### config.mk
export PLATFORM = sky130hd
export DESIGN_NAME = riq_ctrl
export DESIGN_NICKNAME = d
export VERILOG_FILES = /design/src/verilog/riq_pkg.sv /design/src/verilog/riq_q_adjust.sv /design/src/verilog/riq_ctrl.sv
export VERILOG_INCLUDE_DIRS = /design/src /design/src/verilog
export SDC_FILE = /design/constraint.sdc
export NUM_CORES = 1
export LEC_CHECK = 0
export ABC_AREA = 1
export BUFFER_PORTS_ARGS = -buffer_cell sky130_fd_sc_hd__buf_2
export CAP_MARGIN = 20
export CORE_MARGIN = 2
export CORE_UTILIZATION = 60
export CTS_BUF_LIST = sky130_fd_sc_hd__clkbuf_2 sky130_fd_sc_hd__clkbuf_4 sky130_fd_sc_hd__clkbuf_8
export DETAILED_ROUTE_END_ITERATION = 7
export PLACE_DENSITY = 0.84
export SLEW_MARGIN = 30
export SYNTH_ARGS = -nofsm -noshare
export SYNTH_HDL_FRONTEND = slang
export SYNTH_SLANG_ARGS = --single-unit
### constraint.sdc
create_clock -name mclk -period 6.2 [get_ports mclk]
set_input_delay 0 -clock mclk [delete_from_list [all_inputs] [get_ports mclk]]
set_output_delay 0 -clock mclk [all_outputs]
set_load 0.02 [all_outputs]
### src/verilog/riq_cfg.svh
`ifndef RIQ_CFG_SVH
`define RIQ_CFG_SVH
// register offsets
`define RIQ_OFS_CTRL 4'h0
`define RIQ_OFS_FIXQ 4'h1
`define RIQ_OFS_INITQ 4'h2
`define RIQ_OFS_MAXREP 4'h3
`define RIQ_OFS_THRESH 4'h4
`define RIQ_OFS_DWELL 4'h5
`define RIQ_OFS_STATUS 4'h6
`define RIQ_OFS_COUNTS 4'h7
`define RIQ_OFS_SLOT 4'h8
// ctrl fields
`define RIQ_CTRL_START 0
`define RIQ_CTRL_STOP 1
`define RIQ_CTRL_ALG 2
`define RIQ_CTRL_SES_LO 4
`define RIQ_CTRL_SES_HI 5
// reset values and Q limit
`define RIQ_RST_FIXQ 4'h4
`define RIQ_RST_INITQ 4'h4
`define RIQ_RST_MAXREP 16'h00ff
`define RIQ_RST_THI 4'h4
`define RIQ_RST_TLO 4'h1
`define RIQ_RST_DWELL 16'h0190
`define RIQ_Q_MAX 4'hf
// timing: dwell unit 1 ms at 10 MHz
`define RIQ_CLK_HZ 10000000
`define RIQ_MS_CYCLES (`RIQ_CLK_HZ / 1000)
`endif

### src/verilog/riq_pkg.sv
package riq_pkg;
   typedef enum logic [1:0] {
      riq_alg_constant_slot_algorithm,
      riq_alg_adaptive_slot_algorithm
   } riq_alg_t;
   typedef enum logic [2:0] {
      riq_cmd_none,
      riq_cmd_query,
      riq_cmd_query_rep,
      riq_cmd_query_adjust
   } riq_cmd_t;
   typedef struct packed {
      logic rn16_ok;
      logic rn16_timeout;
      logic epc_ok;
      logic epc_timeout;
   } riq_slot_t;
   typedef struct packed {
      riq_cmd_t cmd;
      logic [3:0] q;
      logic [1:0] session;
   } riq_air_t;
endpackage : riq_pkg

### src/verilog/riq_q_adjust.sv
`timescale 1ns/1ps
`include "riq_cfg.svh"
module riq_q_adjust import riq_pkg::*; #(
   parameter int CW = 16
) (
   input wire logic [3:0] q_now,
   input wire logic [CW-1:0] rn16_to,
   input wire logic [CW-1:0] epc_to,
   input wire logic [3:0] thr_hi,
   input wire logic [3:0] thr_lo,
   output logic [3:0] next_q
);
   logic [CW+3:0] prod_hi;
   logic [CW+3:0] prod_lo;
   logic [CW+3:0] rn_w;
   initial begin
      if (CW < 2) $error("counter width too small");
   end
   always_comb begin
      prod_hi = epc_to * thr_hi;
      prod_lo = epc_to * thr_lo;
      rn_w = {4'h0, rn16_to};
      next_q = q_now;
      if (rn_w > prod_hi) begin
         if (q_now != 4'h0) begin
            next_q = q_now - 4'h1;
         end
      end else if (rn_w < prod_lo) begin
         if (q_now != `RIQ_Q_MAX) begin
            next_q = q_now + 4'h1;
         end
      end
   end
endmodule : riq_q_adjust

### src/verilog/riq_ctrl.sv
// What this block does
// - Q held four bits, 0 to 15
// - slot count should exceed tag count
// - fixed-Q and dynamic-Q algorithms selectable
// - fixed-Q rounds use all 2^Q slots
// - round cut off at dwell limit
// - dynamic round: query plus max reps
// - count RN16 and EPC timeouts
// - many RN16 timeouts decrement Q
// - few RN16 timeouts increment Q
// - in between leaves Q unchanged
// - dynamic cycle ends at empty Q0 round
// - separate start Q and fixed Q
// - one of four sessions per round
//
// Implementation choices: the strobed register port and the register offsets.
`timescale 1ns/1ps
`include "riq_cfg.svh"
module riq_ctrl import riq_pkg::*; #(
   parameter int CW = 16,
   parameter int DWELL_MS_CYCLES = `RIQ_MS_CYCLES
) (
   input wire logic mclk,
   input wire logic sys_rst,
   input wire logic clk_en,
   input wire logic [3:0] reg_addr,
   input wire logic [31:0] reg_wdata,
   input wire logic reg_wr,
   input wire logic reg_rd,
   output logic [31:0] reg_rdata,
   input wire riq_slot_t slot_res,
   input wire logic slot_res_vld,
   output riq_air_t air_cmd,
   output logic air_cmd_vld,
   output logic busy
);
   typedef enum logic [2:0] {
      st_idle, st_issue, st_wait, st_eval
   } st_t;
   st_t state;
   logic alg;
   logic [1:0] session;
   logic [3:0] fix_q;
   logic [3:0] init_q;
   logic [15:0] max_rep;
   logic [3:0] thr_hi;
   logic [3:0] thr_lo;
   logic [15:0] dwell_ms;
   logic [3:0] q_cur;
   logic [16:0] slot_idx;
   logic [CW-1:0] rn16_to;
   logic [CW-1:0] epc_to;
   logic [CW-1:0] tags_read;
   logic [15:0] ms_cnt;
   logic [31:0] tick;
   logic cut_off;
   logic [15:0] rounds;
   logic [3:0] next_q;
   logic wr_ctrl;
   logic start_req;
   logic stop_req;
   logic last_slot;
   logic dwell_hit;
   initial begin
      if (CW < 16 || CW > 28) $error("bad counter width");
      if (DWELL_MS_CYCLES < 1) $error("bad ms count");
   end
   function automatic logic hit(input logic [3:0] a, input logic [3:0] o);
      hit = (a == o);
   endfunction : hit
   assign wr_ctrl = reg_wr && hit(reg_addr, `RIQ_OFS_CTRL);
   assign start_req = wr_ctrl && reg_wdata[`RIQ_CTRL_START];
   assign stop_req = wr_ctrl && reg_wdata[`RIQ_CTRL_STOP];
   // slot budget: 2^Q slots fixed, 1+max_rep dynamic
   assign last_slot = (alg == 1'b0) ?
      (slot_idx == ((17'h1 << q_cur) - 17'h1)) :
      (slot_idx >= {1'b0, max_rep});
   assign dwell_hit = (dwell_ms != 16'h0) && (ms_cnt >= dwell_ms);
   riq_q_adjust #(.CW(CW)) u_adj (
      .q_now(q_cur),
      .rn16_to(rn16_to),
      .epc_to(epc_to),
      .thr_hi(thr_hi),
      .thr_lo(thr_lo),
      .next_q(next_q)
   );
   // ----------------------------------------
   // configuration registers
   // ----------------------------------------
   always_ff @(posedge mclk) begin
      if (sys_rst) begin
         alg <= 1'b0;
         session <= 2'h0;
         fix_q <= `RIQ_RST_FIXQ;
         init_q <= `RIQ_RST_INITQ;
         max_rep <= `RIQ_RST_MAXREP;
         thr_hi <= `RIQ_RST_THI;
         thr_lo <= `RIQ_RST_TLO;
         dwell_ms <= `RIQ_RST_DWELL;
      end else if (clk_en && reg_wr) begin
         case (reg_addr)
            `RIQ_OFS_CTRL: begin
               if (state == st_idle) begin
                  alg <= reg_wdata[`RIQ_CTRL_ALG];
                  session <= reg_wdata[`RIQ_CTRL_SES_HI:
                     `RIQ_CTRL_SES_LO];
               end
            end
            `RIQ_OFS_FIXQ: fix_q <= reg_wdata[3:0];
            `RIQ_OFS_INITQ: init_q <= reg_wdata[3:0];
            `RIQ_OFS_MAXREP: max_rep <= reg_wdata[15:0];
            `RIQ_OFS_THRESH: begin
               thr_hi <= reg_wdata[7:4];
               thr_lo <= reg_wdata[3:0];
            end
            `RIQ_OFS_DWELL: dwell_ms <= reg_wdata[15:0];
            default: begin
            end
         endcase
      end
   end
   // ----------------------------------------
   // dwell timer
   // ----------------------------------------
   always_ff @(posedge mclk) begin
      if (sys_rst) begin
         tick <= 32'h0;
         ms_cnt <= 16'h0;
      end else if (clk_en) begin
         if (state == st_idle || state == st_eval) begin
            tick <= 32'h0;
            ms_cnt <= 16'h0;
         end else if (tick == DWELL_MS_CYCLES - 1) begin
            tick <= 32'h0;
            ms_cnt <= ms_cnt + 16'h1;
         end else begin
            tick <= tick + 32'h1;
         end
      end
   end
   // ----------------------------------------
   // round sequencer
   // ----------------------------------------
   always_ff @(posedge mclk) begin
      if (sys_rst) begin
         state <= st_idle;
         q_cur <= 4'h0;
         slot_idx <= 17'h0;
         rn16_to <= '0;
         epc_to <= '0;
         tags_read <= '0;
         cut_off <= 1'b0;
         rounds <= 16'h0;
         air_cmd <= '0;
         air_cmd_vld <= 1'b0;
         busy <= 1'b0;
      end else if (clk_en) begin
         air_cmd_vld <= 1'b0;
         case (state)
            st_idle: begin
               if (start_req) begin
                  q_cur <= reg_wdata[`RIQ_CTRL_ALG] ? init_q : fix_q;
                  slot_idx <= 17'h0;
                  rn16_to <= '0;
                  epc_to <= '0;
                  tags_read <= '0;
                  cut_off <= 1'b0;
                  rounds <= 16'h0;
                  busy <= 1'b1;
                  state <= st_issue;
               end
            end
            st_issue: begin
               if (stop_req) begin
                  busy <= 1'b0;
                  state <= st_idle;
               end else begin
                  air_cmd.cmd <= (slot_idx == 17'h0) ?
                     riq_cmd_query : riq_cmd_query_rep;
                  air_cmd.q <= q_cur;
                  air_cmd.session <= session;
                  air_cmd_vld <= 1'b1;
                  state <= st_wait;
               end
            end
            st_wait: begin
               if (stop_req) begin
                  busy <= 1'b0;
                  state <= st_idle;
               end else if (dwell_hit) begin
                  cut_off <= 1'b1;
                  busy <= 1'b0;
                  state <= st_idle;
               end else if (slot_res_vld) begin
                  if (slot_res.rn16_timeout) begin
                     rn16_to <= rn16_to + 1'b1;
                  end
                  if (slot_res.epc_timeout) begin
                     epc_to <= epc_to + 1'b1;
                  end
                  if (slot_res.epc_ok) begin
                     tags_read <= tags_read + 1'b1;
                  end
                  if (last_slot) begin
                     state <= st_eval;
                  end else begin
                     slot_idx <= slot_idx + 17'h1;
                     state <= st_issue;
                  end
               end
            end
            st_eval: begin
               rounds <= rounds + 16'h1;
               slot_idx <= 17'h0;
               rn16_to <= '0;
               epc_to <= '0;
               tags_read <= '0;
               if (stop_req) begin
                  busy <= 1'b0;
                  state <= st_idle;
               end else if (alg && q_cur == 4'h0 && tags_read == '0) begin
                  busy <= 1'b0;
                  state <= st_idle;
               end else begin
                  if (alg) begin
                     q_cur <= next_q;
                  end
                  state <= st_issue;
               end
            end
            default: state <= st_idle;
         endcase
      end
   end
   // ----------------------------------------
   // read port
   // ----------------------------------------
   always_ff @(posedge mclk) begin
      if (sys_rst) begin
         reg_rdata <= 32'h0;
      end else if (clk_en) begin
         reg_rdata <= 32'h0;
         if (reg_rd) begin
            case (reg_addr)
               `RIQ_OFS_CTRL: reg_rdata <= {26'h0, session, 1'b0, alg,
                  2'h0};
               `RIQ_OFS_FIXQ: reg_rdata <= {28'h0, fix_q};
               `RIQ_OFS_INITQ: reg_rdata <= {28'h0, init_q};
               `RIQ_OFS_MAXREP: reg_rdata <= {16'h0, max_rep};
               `RIQ_OFS_THRESH: reg_rdata <= {24'h0, thr_hi, thr_lo};
               `RIQ_OFS_DWELL: reg_rdata <= {16'h0, dwell_ms};
               `RIQ_OFS_STATUS: reg_rdata <= {rounds, 8'h0, q_cur,
                  2'h0, cut_off, busy};
               `RIQ_OFS_COUNTS: reg_rdata <= {rn16_to[15:0], epc_to[15:0]};
               `RIQ_OFS_SLOT: reg_rdata <= {15'h0, slot_idx};
               default: reg_rdata <= 32'h0;
            endcase
         end
      end
   end
   // ----------------------------------------
   // checks
   // ----------------------------------------
   property p_q_sat;
      @(posedge mclk) disable iff (sys_rst)
      (clk_en && state == st_eval && alg && q_cur == 4'hf &&
         !({4'h0, rn16_to} > epc_to * thr_hi)) |=> (q_cur == 4'hf);
   endproperty
   a_q_sat: assert property (p_q_sat) else $error("q overflow");
   property p_q_floor;
      @(posedge mclk) disable iff (sys_rst)
      (clk_en && state == st_eval && alg && !stop_req && q_cur == 4'h0 &&
         {4'h0, rn16_to} > epc_to * thr_hi) |=> (q_cur == 4'h0);
   endproperty
   a_q_floor: assert property (p_q_floor) else $error("q underflow");
   property p_fixed_q;
      @(posedge mclk) disable iff (sys_rst)
      (clk_en && state == st_eval && !alg) |=> $stable(q_cur);
   endproperty
   a_fixed_q: assert property (p_fixed_q) else $error("fixed q moved");
   property p_query_first;
      @(posedge mclk) disable iff (sys_rst)
      (air_cmd_vld && $past(slot_idx) == 17'h0)
         |-> air_cmd.cmd == riq_cmd_query;
   endproperty
   a_query_first: assert property (p_query_first)
      else $error("round not opened by query");
   property p_cut;
      @(posedge mclk) disable iff (sys_rst)
      (clk_en && state == st_wait && dwell_hit && !stop_req)
         |=> (cut_off && !busy);
   endproperty
   a_cut: assert property (p_cut) else $error("dwell not enforced");
   property p_end;
      @(posedge mclk) disable iff (sys_rst)
      (clk_en && state == st_eval && alg && q_cur == 4'h0 &&
         tags_read == '0) |=> !busy;
   endproperty
   a_end: assert property (p_end) else $error("cycle did not end");
   property p_dec;
      @(posedge mclk) disable iff (sys_rst)
      (clk_en && state == st_eval && alg && !stop_req && q_cur != 4'h0 &&
         {4'h0, rn16_to} > epc_to * thr_hi) |=> q_cur == $past(q_cur) - 4'h1;
   endproperty
   a_dec: assert property (p_dec) else $error("q not decremented");
   property p_inc;
      @(posedge mclk) disable iff (sys_rst)
      (clk_en && state == st_eval && alg && !stop_req && q_cur != 4'hf &&
         {4'h0, rn16_to} < epc_to * thr_lo &&
         !({4'h0, rn16_to} > epc_to * thr_hi))
         |=> q_cur == $past(q_cur) + 4'h1;
   endproperty
   a_inc: assert property (p_inc) else $error("q not incremented");
   property p_sess;
      @(posedge mclk) disable iff (sys_rst)
      air_cmd_vld |-> air_cmd.session == session;
   endproperty
   a_sess: assert property (p_sess) else $error("session mismatch");
endmodule : riq_ctrl

==> impl_metrics.csv, run 1 <==
group,metric,value,unit
place,place_hpwl,39150,um
synthesis,number_of_enable_type_register_cells_in_the_synthesized_netlist,0,
detailed_routing,vias_per_cell,5.734,
setup_path,crit_top_cell,"nand2_1",
synthesis,async_flop_share,0,%
place,globalplace.congestion,1.021,
timing,final-hold-violation-count,0,
detailed_routing,wl_per_cell,16.49,um
detailed_routing,wl,51600,um
pwr,cell_internal_pwr,2341,uW
setup_path,timing.critical_path.from,"epc_to[3]$_SDFFE_PP0P_",
setup_path,worst_setup_path_start_kind,"register",
detailed_routing,drt_pre_antenna_iters,5,
setup_path,worstRegToRegCells,37,
place,dp.cells,3041,
synthesis,synth.lib_cells_used.distinct,61,
synthesis,yosys_warnings,0,
pwr,power.share.switching,24.52,%
die,dieArea,31060,um^2
timing,post-route-period-util,92.18,%
layout,sequential_cell_area,4584,um^2
timing,finClkSkew,26.29,ps
cts,htree_levels,2,
layout,multi_input_comb_area,11100,um^2
setup_path,crit_path_end,"q_cur[3]$_SDFFE_PP0P_",
pwr,p_leak,0.008841,uW
cts,worst_skew_pair_later_pin_latency,540,ps
setup_path,cp_data_required_time,6630,ps
cts,post_cts_buffers,0,
layout,filler_cell_count,2563,
setup_path,timing.critical_path.to_type,"register",
global_route,maximum_number_of_pins_on_one_net_before_global_route_repair,77,
global_route,grt_remaining_overflow,0,
synthesis,synthesized_instance_count,2657,
pwr,p_switching,760.5,uW
setup_path,crit_arrival,6150,ps
global_route,groute.usage.overall,32.77,%
setup_path,path_max_fanout,14,
die,rows,63,
layout,antenna-diode-count,0,
global_route,first_global_vias,16737,
pwr,irDropWorstVdd,211.2,uV
synthesis,synth-seq-area-share,25.76,%
die,fp.dieH,176.2,um
cts,cts.sink_count,229,
detailed_routing,drcViolationCount,0,
layout,leading_cell_type_in_the_layout_fill_and_taps_excluded,"nand2_1",
layout,stdcell_count,3129,
run,max_cap_viols,0,
synthesis,synthesis.nets,2887,
cts,number_of_buffers_added_by_the_clock_tree_synthesis_step,38,
synthesis,avgSynthCellArea,6.699,um^2
setup_path,rr_startpoint,"epc_to[3]$_SDFFE_PP0P_",
pwr,share_comb_of_total_power,6.1,%
setup_path,setup_slack_of_the_worst_register_to_register_path,490,ps
cts,cts_clock_pin_slew_for_the_worst_setup_and_hold_paths,60,ps
synthesis,postSynthRegisterBits,229,
detailed_routing,vias,17943,
die,die_width,176.2,um
cts,cts_tree,"built",
die,io-pin-count,89,
setup_path,capture_point_of_the_worst_reg_to_reg_path,"q_cur[3]$_SDFFE_PP0P_",
timing,fin_tns_setup,0,ps
pwr,power_density,159.9,nW/um^2
timing,setup_repair_after_global_routing_missed_its_margin,"false",
timing,max_freq,0.1750,GHz
pwr,seq_power_share,48.0,%
worst_hold_path,min-delay-path-class,"input pin to register",
detailed_routing,postRouteAntennaNets,0,
layout,nNetsFinal,2942,
die,starting_density_of_the_core,60.54,%
layout,synthToLayoutAreaGrowth,9.005,%
global_route,first_pass_grt_wire_length,82380,um
layout,stdcell_area,19400,um^2
die,core_area,29400,um^2
synthesis,synth-main-ff-cell,"dfxtp_1",
pwr,clock_power_share,45.9,%
cts,clk_root_buffer_cell,"clkbuf_8",
synthesis,netlist_area,17800,um^2
timing,worstMarginPinSlew,1037,ps
layout,layout.cells.most_common_list,"nand2_1 (600), inv_1 (435), a21oi_1 (234), dfxtp_1 (229), nor2_1 (219)",
layout,layout-drive-gt1-share,8.616,%
setup_path,critPathKind,"register to register",
setup_path,critPathMaxStageDelay,520,ps
layout,final_core_utilization,65.99,%
place,dp_area,18380,um^2
cts,cts-root-to-sink-buffers,3,
status,run_status,"finished clean",
timing,timing.max_slew.rel_slack,29.97,%
timing,drv_slew,0,
timing,finalSetupViolations,0,
global_route,antenna_found_initial,0,
timing,period_needed,5715,ps
setup_path,crit_path_slowest_cell,"fa_1",
detailed_routing,drt_iter0_markers,1694,
place,number_of_buffers_added_on_ports,70,
[logic make-up (layout without fill, tap and decap cells)]
| logic type | after synthesis | in the layout | synth area share, % |
|---|---|---|---|
| and+or+nand+nor | 1152 | 1152 | 28.66 |
| buffers and inverters | 549 | 631 | 11.90 |
| AOI/OAI and AO/OA | 457 | 457 | 14.05 |
| DFF | 229 | 229 | 25.76 |
| adders and majority gates | 184 | 184 | 15.34 |
| xor gates and xnor gates | 84 | 84 | 4.218 |
| other | 1 | 1 | 0.02107 |
| muxes | 1 | 1 | 0.05624 |
[state kept, by name, indices dropped and copies added (netlist names), 8 cells and up]
| signal | count |
|---|---|
| rounds | 16 |
| tags_read | 16 |
| tick | 32 |
| air_cmd | 8 |
| max_rep | 16 |
| dwell_ms | 16 |
| ms_cnt | 16 |
| rn16_to | 16 |
| epc_to | 16 |
| slot_idx | 17 |
| reg_rdata | 32 |
[per-layer routing]
layer | part of all wire, % | track usage, % | vias up
li1 | - | - | 8676
met1 | 42 | 43.58 | 8289
met2 | 45 | 54.25 | 836
met3 | 9.2 | 5.168 | 142
met4 | 3.3 | 11.29 | 0
met5 | 0 | 0 | -
[per-stage QoR]
stage / hold WS (ps) / total power, uW / worst slack (ps)
floorplan: 126.1 / 1634 / 927.6
global route: 132.2 / 3194 / 43.95
CTS: 94.96 / 3102 / 418.4
global placement: 255.7 / 1689 / 564.1
detailed placement: 260.0 / 1692 / 419.1
finish: 118.9 / 3102 / 485.1
[cell usage after synthesis (3+ instances only)]
library cell / n / area (um^2)
nand3_1: 110 / 550.5
o2111ai_1: 3 / 26.28
o21a_1: 3 / 22.52
inv_2: 11 / 41.29
buf_1: 3 / 11.26
nand3b_1: 6 / 45.04
nor3b_1: 8 / 60.06
a21oi_1: 235 / 1176
nand2_4: 3 / 33.78
ha_1: 127 / 1589
o41ai_1: 3 / 26.28
clkbuf_1: 76 / 285.3
nor2_4: 7 / 78.83
clkinv_1: 6 / 22.52
buf_2: 10 / 50.05
a211oi_1: 11 / 82.58
a21oi_2: 9 / 78.83
o21ai_0: 129 / 645.6
nand2_2: 14 / 87.58
or2_2: 3 / 18.77
o21ai_1: 5 / 25.02
and2_1: 3 / 18.77
nor2_1: 220 / 825.8
a31oi_1: 6 / 37.54
nor2_2: 12 / 75.07
inv_1: 435 / 1633
o221ai_1: 4 / 35.03
nor3_1: 62 / 310.3
a221oi_1: 6 / 52.55
nand4_1: 52 / 325.3
buf_4: 5 / 37.54
o22ai_1: 28 / 175.2
xnor2_1: 19 / 166.4
dfxtp_1: 229 / 4584
fa_1: 57 / 1141
o211ai_1: 6 / 45.04
nor3_2: 7 / 70.07
and3_1: 5 / 31.28
nor4_1: 30 / 187.7
nand2_1: 600 / 2252
xor2_1: 64 / 560.5
[worst max-delay path, delay by kind of cell (launching register included)]
| kind | cells | cell delay, ps |
|---|---|---|
| AO/OA/AOI/OAI | 3 | 400 |
| flip-flops | 1 | 480 |
| XOR/XNOR | 2 | 300 |
| buffers and inverters | 6 | 400 |
| adder cells (fa/ha/maj) | 5 | 1980 |
| AND/OR/NAND/NOR | 21 | 2020 |
[power groups by stage]
stage	registers, uW	logic [uW]	clock network [uW]
3_5_place_dp	1520	171	0
5_1_grt	1490	204	1500
4_1_cts	1490	182	1430
3_3_place_gp	1520	168	0
6_report	1490	189	1420
2_1_floorplan	1520	116	0
[cell type report]
class | instances | share of cell area (%)
multi-input cells | 1879 | 57.23
flip-flops and latches | 229 | 23.63
inverters | 453 | 8.777
clock buffers | 60 | 3.837
repair buffers | 111 | 3.676
well taps | 390 | 2.515
clock inverters | 7 | 0.3418
[worst min path at each step]
stage | startpoint | depth (start not counted) | endpoint
floorplan | reg_wdata[0] | 2 | max_rep[0]$_SDFFE_PP1P_
global placement | reg_wdata[8] | 3 | dwell_ms[8]$_SDFFE_PP1P_
detailed placement | reg_wdata[8] | 3 | dwell_ms[8]$_SDFFE_PP1P_
CTS | reg_wr | 6 | cut_off$_SDFFE_PP0P_
global route | reg_wr | 6 | cut_off$_SDFFE_PP0P_
finish | reg_wr | 6 | cut_off$_SDFFE_PP0P_
[timing repair]
| item | 4_1_cts | 5_1_grt |
|---|---|---|
| setup endpoints to repair | 0 | 1 |
| hold buffers | 21 | 0 |
| endpoints found under the hold margin | 75 | 0 |
| resized for setup | 0 | 1 |
No activity file was read; power rests on OpenSTA's default activity.
==> inputs of run 2 (changes only) <==
Settings changed: CORE_MARGIN 2 to default, CORE_UTILIZATION 60 to 65, PLACE_DENSITY 0.84 to default, PLACE_DENSITY_LB_ADDON from default to 0.08.
==> run 2 against run 1 <==
Net effect:
- critical path depth unchanged
- critical path type unchanged
- combinational power down 2%
- cell count down 1.5%
- register-to-register slack better by 96 ps
- highest routed layer unchanged
- largest cell class unchanged
==> impl_metrics.csv, run 2 (synthesis results as in run 1) <==
group,metric,value,unit
status,run_status,"finished clean",
die,fp.dieH,167.5,um
global_route,maximum_number_of_pins_on_one_net_before_global_route_repair,60,
setup_path,path_max_fanout,12,
setup_path,crit_buf_inv,7,
global_route,first_pass_grt_wire_length,83330,um
cts,worst_skew_pair_later_pin_latency,550,ps
layout,layout.cells.most_common_list,"nand2_1 (600), inv_1 (435), a21oi_1 (234), dfxtp_1 (225), nor2_1 (220)",
pwr,irDropWorstVdd,140.7,uV
setup_path,crit_path_slowest_cell,"fa_1",
cts,post_cts_buffers,0,
timing,final-hold-violation-count,0,
pwr,power_density,162.5,nW/um^2
setup_path,worst_setup_path_start_kind,"register",
detailed_routing,drt_pre_antenna_iters,8,
die,rows,60,
die,dieArea,28050,um^2
timing,finClkSkew,30.40,ps
timing,period_needed,5619,ps
die,starting_density_of_the_core,66.23,%
timing,drv_slew,0,
run,max_cap_viols,0,
global_route,grt_remaining_overflow,0,
timing,worstMarginPinSlew,904.7,ps
timing,fin_tns_setup,0,ps
die,core_area,26880,um^2
layout,nNetsFinal,2945,
detailed_routing,drt_iter0_markers,1830,
setup_path,crit_top_cell,"nand2_1",
detailed_routing,vias_per_cell,5.810,
timing,max_freq,0.1780,GHz
place,placement.setup.worst_slack,410.2,ps
layout,largest_registers_ranked_by_flip_flop_count,"reg_rdata (32), tick (32), slot_idx (17)",
worst_hold_path,min-delay-path-class,"input pin to register",
worst_hold_path,min_delay_path_depth,6,
timing,final_critical_path_setup_slack,581.4,ps
cts,cts-root-to-sink-buffers,3,
setup_path,critPathMaxStageDelay,530,ps
timing,finalSetupViolations,0,
layout,leading_cell_type_in_the_layout_fill_and_taps_excluded,"nand2_1",
place,place_hpwl,38550,um
timing,post-route-period-util,90.62,%
setup_path,crit_cells,37,
timing,timing.max_slew.rel_slack,39.46,%
layout,synthToLayoutAreaGrowth,8.829,%
detailed_routing,drcViolationCount,0,
setup_path,worstRegToRegCells,37,
detailed_routing,wl_per_cell,16.65,um
pwr,post_layout_total_power,3147,uW
cts,number_of_buffers_added_by_the_clock_tree_synthesis_step,41,
setup_path,cp_data_required_time,6640,ps
layout,antenna-diode-count,0,
cts,cts.sink_count,229,
die,die_width,167.5,um
pwr,p_leak,0.008866,uW
global_route,first_global_vias,16702,
cts,cts_tree,"built",
timing,timing.hold.ws,80.70,ps
cts,cts_clock_pin_slew_for_the_worst_setup_and_hold_paths,60,ps
place,globalplace.congestion,0.9713,
global_route,antenna_found_initial,0,
detailed_routing,postRouteAntennaNets,0,
cts,clk_root_buffer_cell,"clkbuf_8",
setup_path,crit_arrival,6050,ps
timing,setup_repair_after_global_routing_missed_its_margin,"false",
cts,htree_levels,2,
layout,layout-drive-gt1-share,8.789,%
layout,final_core_utilization,72.08,%
setup_path,timing.critical_path.to_type,"register",
die,io-pin-count,89,
detailed_routing,vias,17911,
layout,filler_cell_count,2295,
detailed_routing,wl,51340,um
setup_path,cell_family_with_most_cp_delay,"adder cells",
global_route,groute.usage.overall,36.51,%
setup_path,critPathKind,"register to register",
place,number_of_buffers_added_on_ports,70,
[run 2: cell count changes in the layout (fill, tap and decap cells not counted), moves of 2 or more]
cell      change
dfxtp_2       +4
clkbuf_4      -2
dfxtp_1       -4
clkbuf_8      +2
clkinv_2      +4
[run 2: routing by layer]
| metal | track usage, % | up-vias | wire length, um |
|---|---|---|---|
| met5 | 0 | - | 0 |
| met3 | 7.563 | 133 | 5009 |
| met4 | 12.64 | 0 | 1590 |
| met2 | 60.42 | 804 | 23540 |
| met1 | 47.17 | 8306 | 21200 |
| li1 | - | 8668 | - |
[run 2: metrics by stage]
step / cell area [um^2] / instances
global placement: 18310 / 2991
floorplan: 17800 / 2657
detailed placement: 18310 / 2991
CTS: 19370 / 3083
global route: 19370 / 3083
finish: 19370 / 3083
[run 2: power by group]
group / switching [uW] / leakage (uW) / internal, uW
clock network: 648 / 0.000453 / 823
registers: 10.2 / 0.00185 / 1480
logic: 130 / 0.00657 / 55.4
total: 788 / 0.00887 / 2360
[run 2: path summary, 6_finish.rpt]
kind / endpoint / slack [ps] / from
min: rn16_to[7]$_SDFFE_PP0P_ / 80 / slot_res[2]
min reg2reg: reg_rdata[19]$_SDFFE_PP0P_ / 460 / reg_rdata[19]$_SDFFE_PP0P_
max: q_cur[3]$_SDFFE_PP0P_ / 580 / epc_to[4]$_SDFFE_PP0P_
max reg2reg: q_cur[3]$_SDFFE_PP0P_ / 580 / epc_to[4]$_SDFFE_PP0P_
[run 2: layout make-up]
type                    count  area, um^2  area share [%]
repair buffers            111       715.7           3.695
flip-flops and latches    229        4589           23.69
well taps                 341       426.7           2.203
inverters                 453        1703           8.791
clock inverters            10       78.83          0.4069
clock buffers              60       757.0           3.908
multi-input cells        1879       11100           57.30
[run 2: timing repair]
action | 4_1_cts | 5_1_grt
gates resized for setup | 0 | 4
hold buffers | 22 | 0
endpoints found under the hold margin | 89 | 0
endpoints found under the setup margin | 0 | 1
[run 2: tightest hold or removal path, cell delays in order]
cell     delay [ps]
buf_2           100
inv_1            60
nor2_1           60
nand2_1         160
o21ai_0         100
a21oi_1         110
==> inputs of run 3 (changes only) <==
Settings changed: CELL_PAD_IN_SITES_DETAIL_PLACEMENT from default to 0, CELL_PAD_IN_SITES_GLOBAL_PLACEMENT from default to 2, CORE_UTILIZATION 65 to 36.
==> run 3 against run 2 <==
Net effect:
- worst hold slack got worse by 26 ps
- clock power rose by 12%
- register-to-register slack improved by 40 ps
- power is 6.0% higher
- critical path type unchanged
- critical endpoint unchanged
- largest power group is now the clock network
- highest routed layer unchanged
==> impl_metrics.csv, run 3 (synthesis results as in run 1) <==
group,metric,value,unit
setup_path,timing.critical_path.to_type,"register",
die,fp.dieH,224.4,um
detailed_routing,vias,17309,
pwr,irDropWorstVdd,118.6,uV
setup_path,cp_data_required_time,6690,ps
setup_path,worstRegToRegCells,37,
pwr,power.share.switching,25.78,%
global_route,maximum_number_of_pins_on_one_net_before_global_route_repair,63,
pwr,cell_internal_pwr,2476,uW
status,run_status,"finished clean",
die,starting_density_of_the_core,36.44,%
run,max_cap_viols,0,
die,rows,81,
pwr,clock_power_share,49.5,%
die,core_area,48850,um^2
timing,period_needed,5574,ps
detailed_routing,postRouteAntennaNets,0,
timing,finalSetupViolations,0,
timing,setup_repair_after_global_routing_missed_its_margin,"false",
die,io-pin-count,89,
layout,stdcell_count,3427,
layout,leading_cell_type_in_the_layout_fill_and_taps_excluded,"nand2_1",
setup_path,cell_family_with_most_cp_delay,"adder cells",
detailed_routing,wl,62270,um
layout,layout.cells.most_common_list,"nand2_1 (600), inv_1 (434), a21oi_1 (234), dfxtp_1 (226), nor2_1 (219)",
cts,cts_tree,"built",
worst_hold_path,holdPathEnd,"cut_off$_SDFFE_PP0P_",
cts,worst_skew_pair_later_pin_latency,630,ps
setup_path,critPathMaxStageDelay,530,ps
detailed_routing,wl_per_cell,18.17,um
setup_path,crit_buf_inv,7,
cts,cts.sink_count,229,
timing,fin_tns_setup,0,ps
place,placement.setup.worst_slack,322.4,ps
detailed_routing,vias_per_cell,5.051,
timing,post-route-period-util,89.90,%
detailed_routing,drt_pre_antenna_iters,5,
layout,layout-drive-gt1-share,9.489,%
pwr,seq_power_share,44.7,%
place,number_of_buffers_added_on_ports,70,
global_route,first_global_vias,16287,
global_route,grt_remaining_overflow,0,
cts,clk_root_buffer_cell,"clkbuf_8",
timing,max_freq,0.1794,GHz
setup_path,crit_top_cell,"nand2_1",
detailed_routing,drcViolationCount,0,
pwr,share_comb_of_total_power,5.8,%
setup_path,crit_arrival,6070,ps
place,place_hpwl,48000,um
pwr,p_leak,0.008969,uW
setup_path,critPathKind,"register to register",
layout,synthToLayoutAreaGrowth,12.17,%
global_route,groute.usage.overall,24.69,%
timing,finClkSkew,37.73,ps
setup_path,rr_startpoint,"epc_to[4]$_SDFFE_PP0P_",
place,dp.cells,3322,
cts,cts_clock_pin_slew_for_the_worst_setup_and_hold_paths,60,ps
die,die_width,224.4,um
die,dieArea,50340,um^2
layout,nNetsFinal,2957,
setup_path,path_max_fanout,12,
worst_hold_path,min_from,"reg_wr",
timing,final-hold-violation-count,0,
global_route,antenna_found_initial,1,
place,globalplace.congestion,0.8908,
timing,timing.max_slew.rel_slack,38.08,%
setup_path,capture_point_of_the_worst_reg_to_reg_path,"q_cur[3]$_SDFFE_PP0P_",
cts,cts-root-to-sink-buffers,3,
layout,largest_registers_ranked_by_flip_flop_count,"reg_rdata (32), tick (32), slot_idx (17)",
timing,drv_slew,0,
global_route,first_pass_grt_wire_length,96040,um
setup_path,worst_setup_path_start_kind,"register",
setup_path,crit_cells,37,
setup_path,crit_path_slowest_cell,"fa_1",
detailed_routing,drt_iter0_markers,1167,
timing,worstMarginPinSlew,927.8,ps
timing,final_critical_path_setup_slack,626.0,ps
pwr,power_density,167.1,nW/um^2
setup_path,setup_slack_of_the_worst_register_to_register_path,630,ps
worst_hold_path,min_delay_path_depth,6,
worst_hold_path,min-delay-path-class,"input pin to register",
pwr,p_switching,860.0,uW
cts,number_of_buffers_added_by_the_clock_tree_synthesis_step,45,
cts,htree_levels,2,
[run 3: final cells by class]
| class | count | area, um^2 |
|---|---|---|
| clock inverters | 10 | 78.83 |
| clock buffers | 71 | 877.1 |
| diodes | 2 | 5.005 |
| multi-input cells | 1879 | 11110 |
| flip-flops and latches | 229 | 4588 |
| repair buffers | 119 | 775.7 |
| fillers | 5326 | 28880 |
| inverters | 453 | 1703 |
| well taps | 664 | 830.8 |
[run 3: tightest hold or removal path: stages]
cell and delay, ps:
buf_2 130, nand3_1 80, nand2_1 50, nand2_2 150, o21ai_0 90, a21oi_1 100
[run 3: worst max-delay path by stage]
stage / from / end / slack, ps
after floorplan: thr_hi[3]$_SDFFE_PP0P_ / q_cur[3]$_SDFFE_PP0P_ / 930
after global placement: thr_hi[2]$_SDFFE_PP1P_ / q_cur[3]$_SDFFE_PP0P_ / 400
after detailed placement: thr_hi[2]$_SDFFE_PP1P_ / q_cur[3]$_SDFFE_PP0P_ / 320
after CTS: thr_hi[2]$_SDFFE_PP1P_ / q_cur[3]$_SDFFE_PP0P_ / 260
after global routing: epc_to[4]$_SDFFE_PP0P_ / q_cur[3]$_SDFFE_PP0P_ / 20
final: epc_to[4]$_SDFFE_PP0P_ / q_cur[3]$_SDFFE_PP0P_ / 630
[run 3: timing repair]
action	4_1_cts	5_1_grt
resized for setup	0	5
endpoints found under the setup margin	0	1
hold buffers	22	0
endpoints found under the hold margin	95	0
buffers inserted	0	0
[run 3: metal layers]
layer | track usage [%] | up-vias | routed length [um]
li1 | - | 8714 | -
met1 | 34.90 | 8126 | 30570
met2 | 39.20 | 377 | 27630
met3 | 3.044 | 92 | 2474
met4 | 7.154 | 0 | 1596
met5 | 0 | - | 0
[run 3: power groups by stage]
stage / Sequential, uW / Combinational (uW) / Clock (uW)
finish: 1490 / 195 / 1650
global route: 1490 / 214 / 1770
CTS: 1490 / 195 / 1700
detailed placement: 1520 / 183 / 0
global placement: 1520 / 183 / 0
floorplan: 1520 / 116 / 0
[run 3: per-stage QoR]
step / util, % / total power [uW] / area (um^2) / hold WS, ps
3_3_place_gp: 38.43 / 1705 / 18770 / 278.8
6_report: 40.87 / 3336 / 19970 / 54.93
2_1_floorplan: - / 1634 / 17800 / 126.1
4_1_cts: 40.84 / 3388 / 19950 / 11.62
5_1_grt: 40.87 / 3472 / 19970 / 68.81
3_5_place_dp: 38.43 / 1706 / 18770 / 277.9
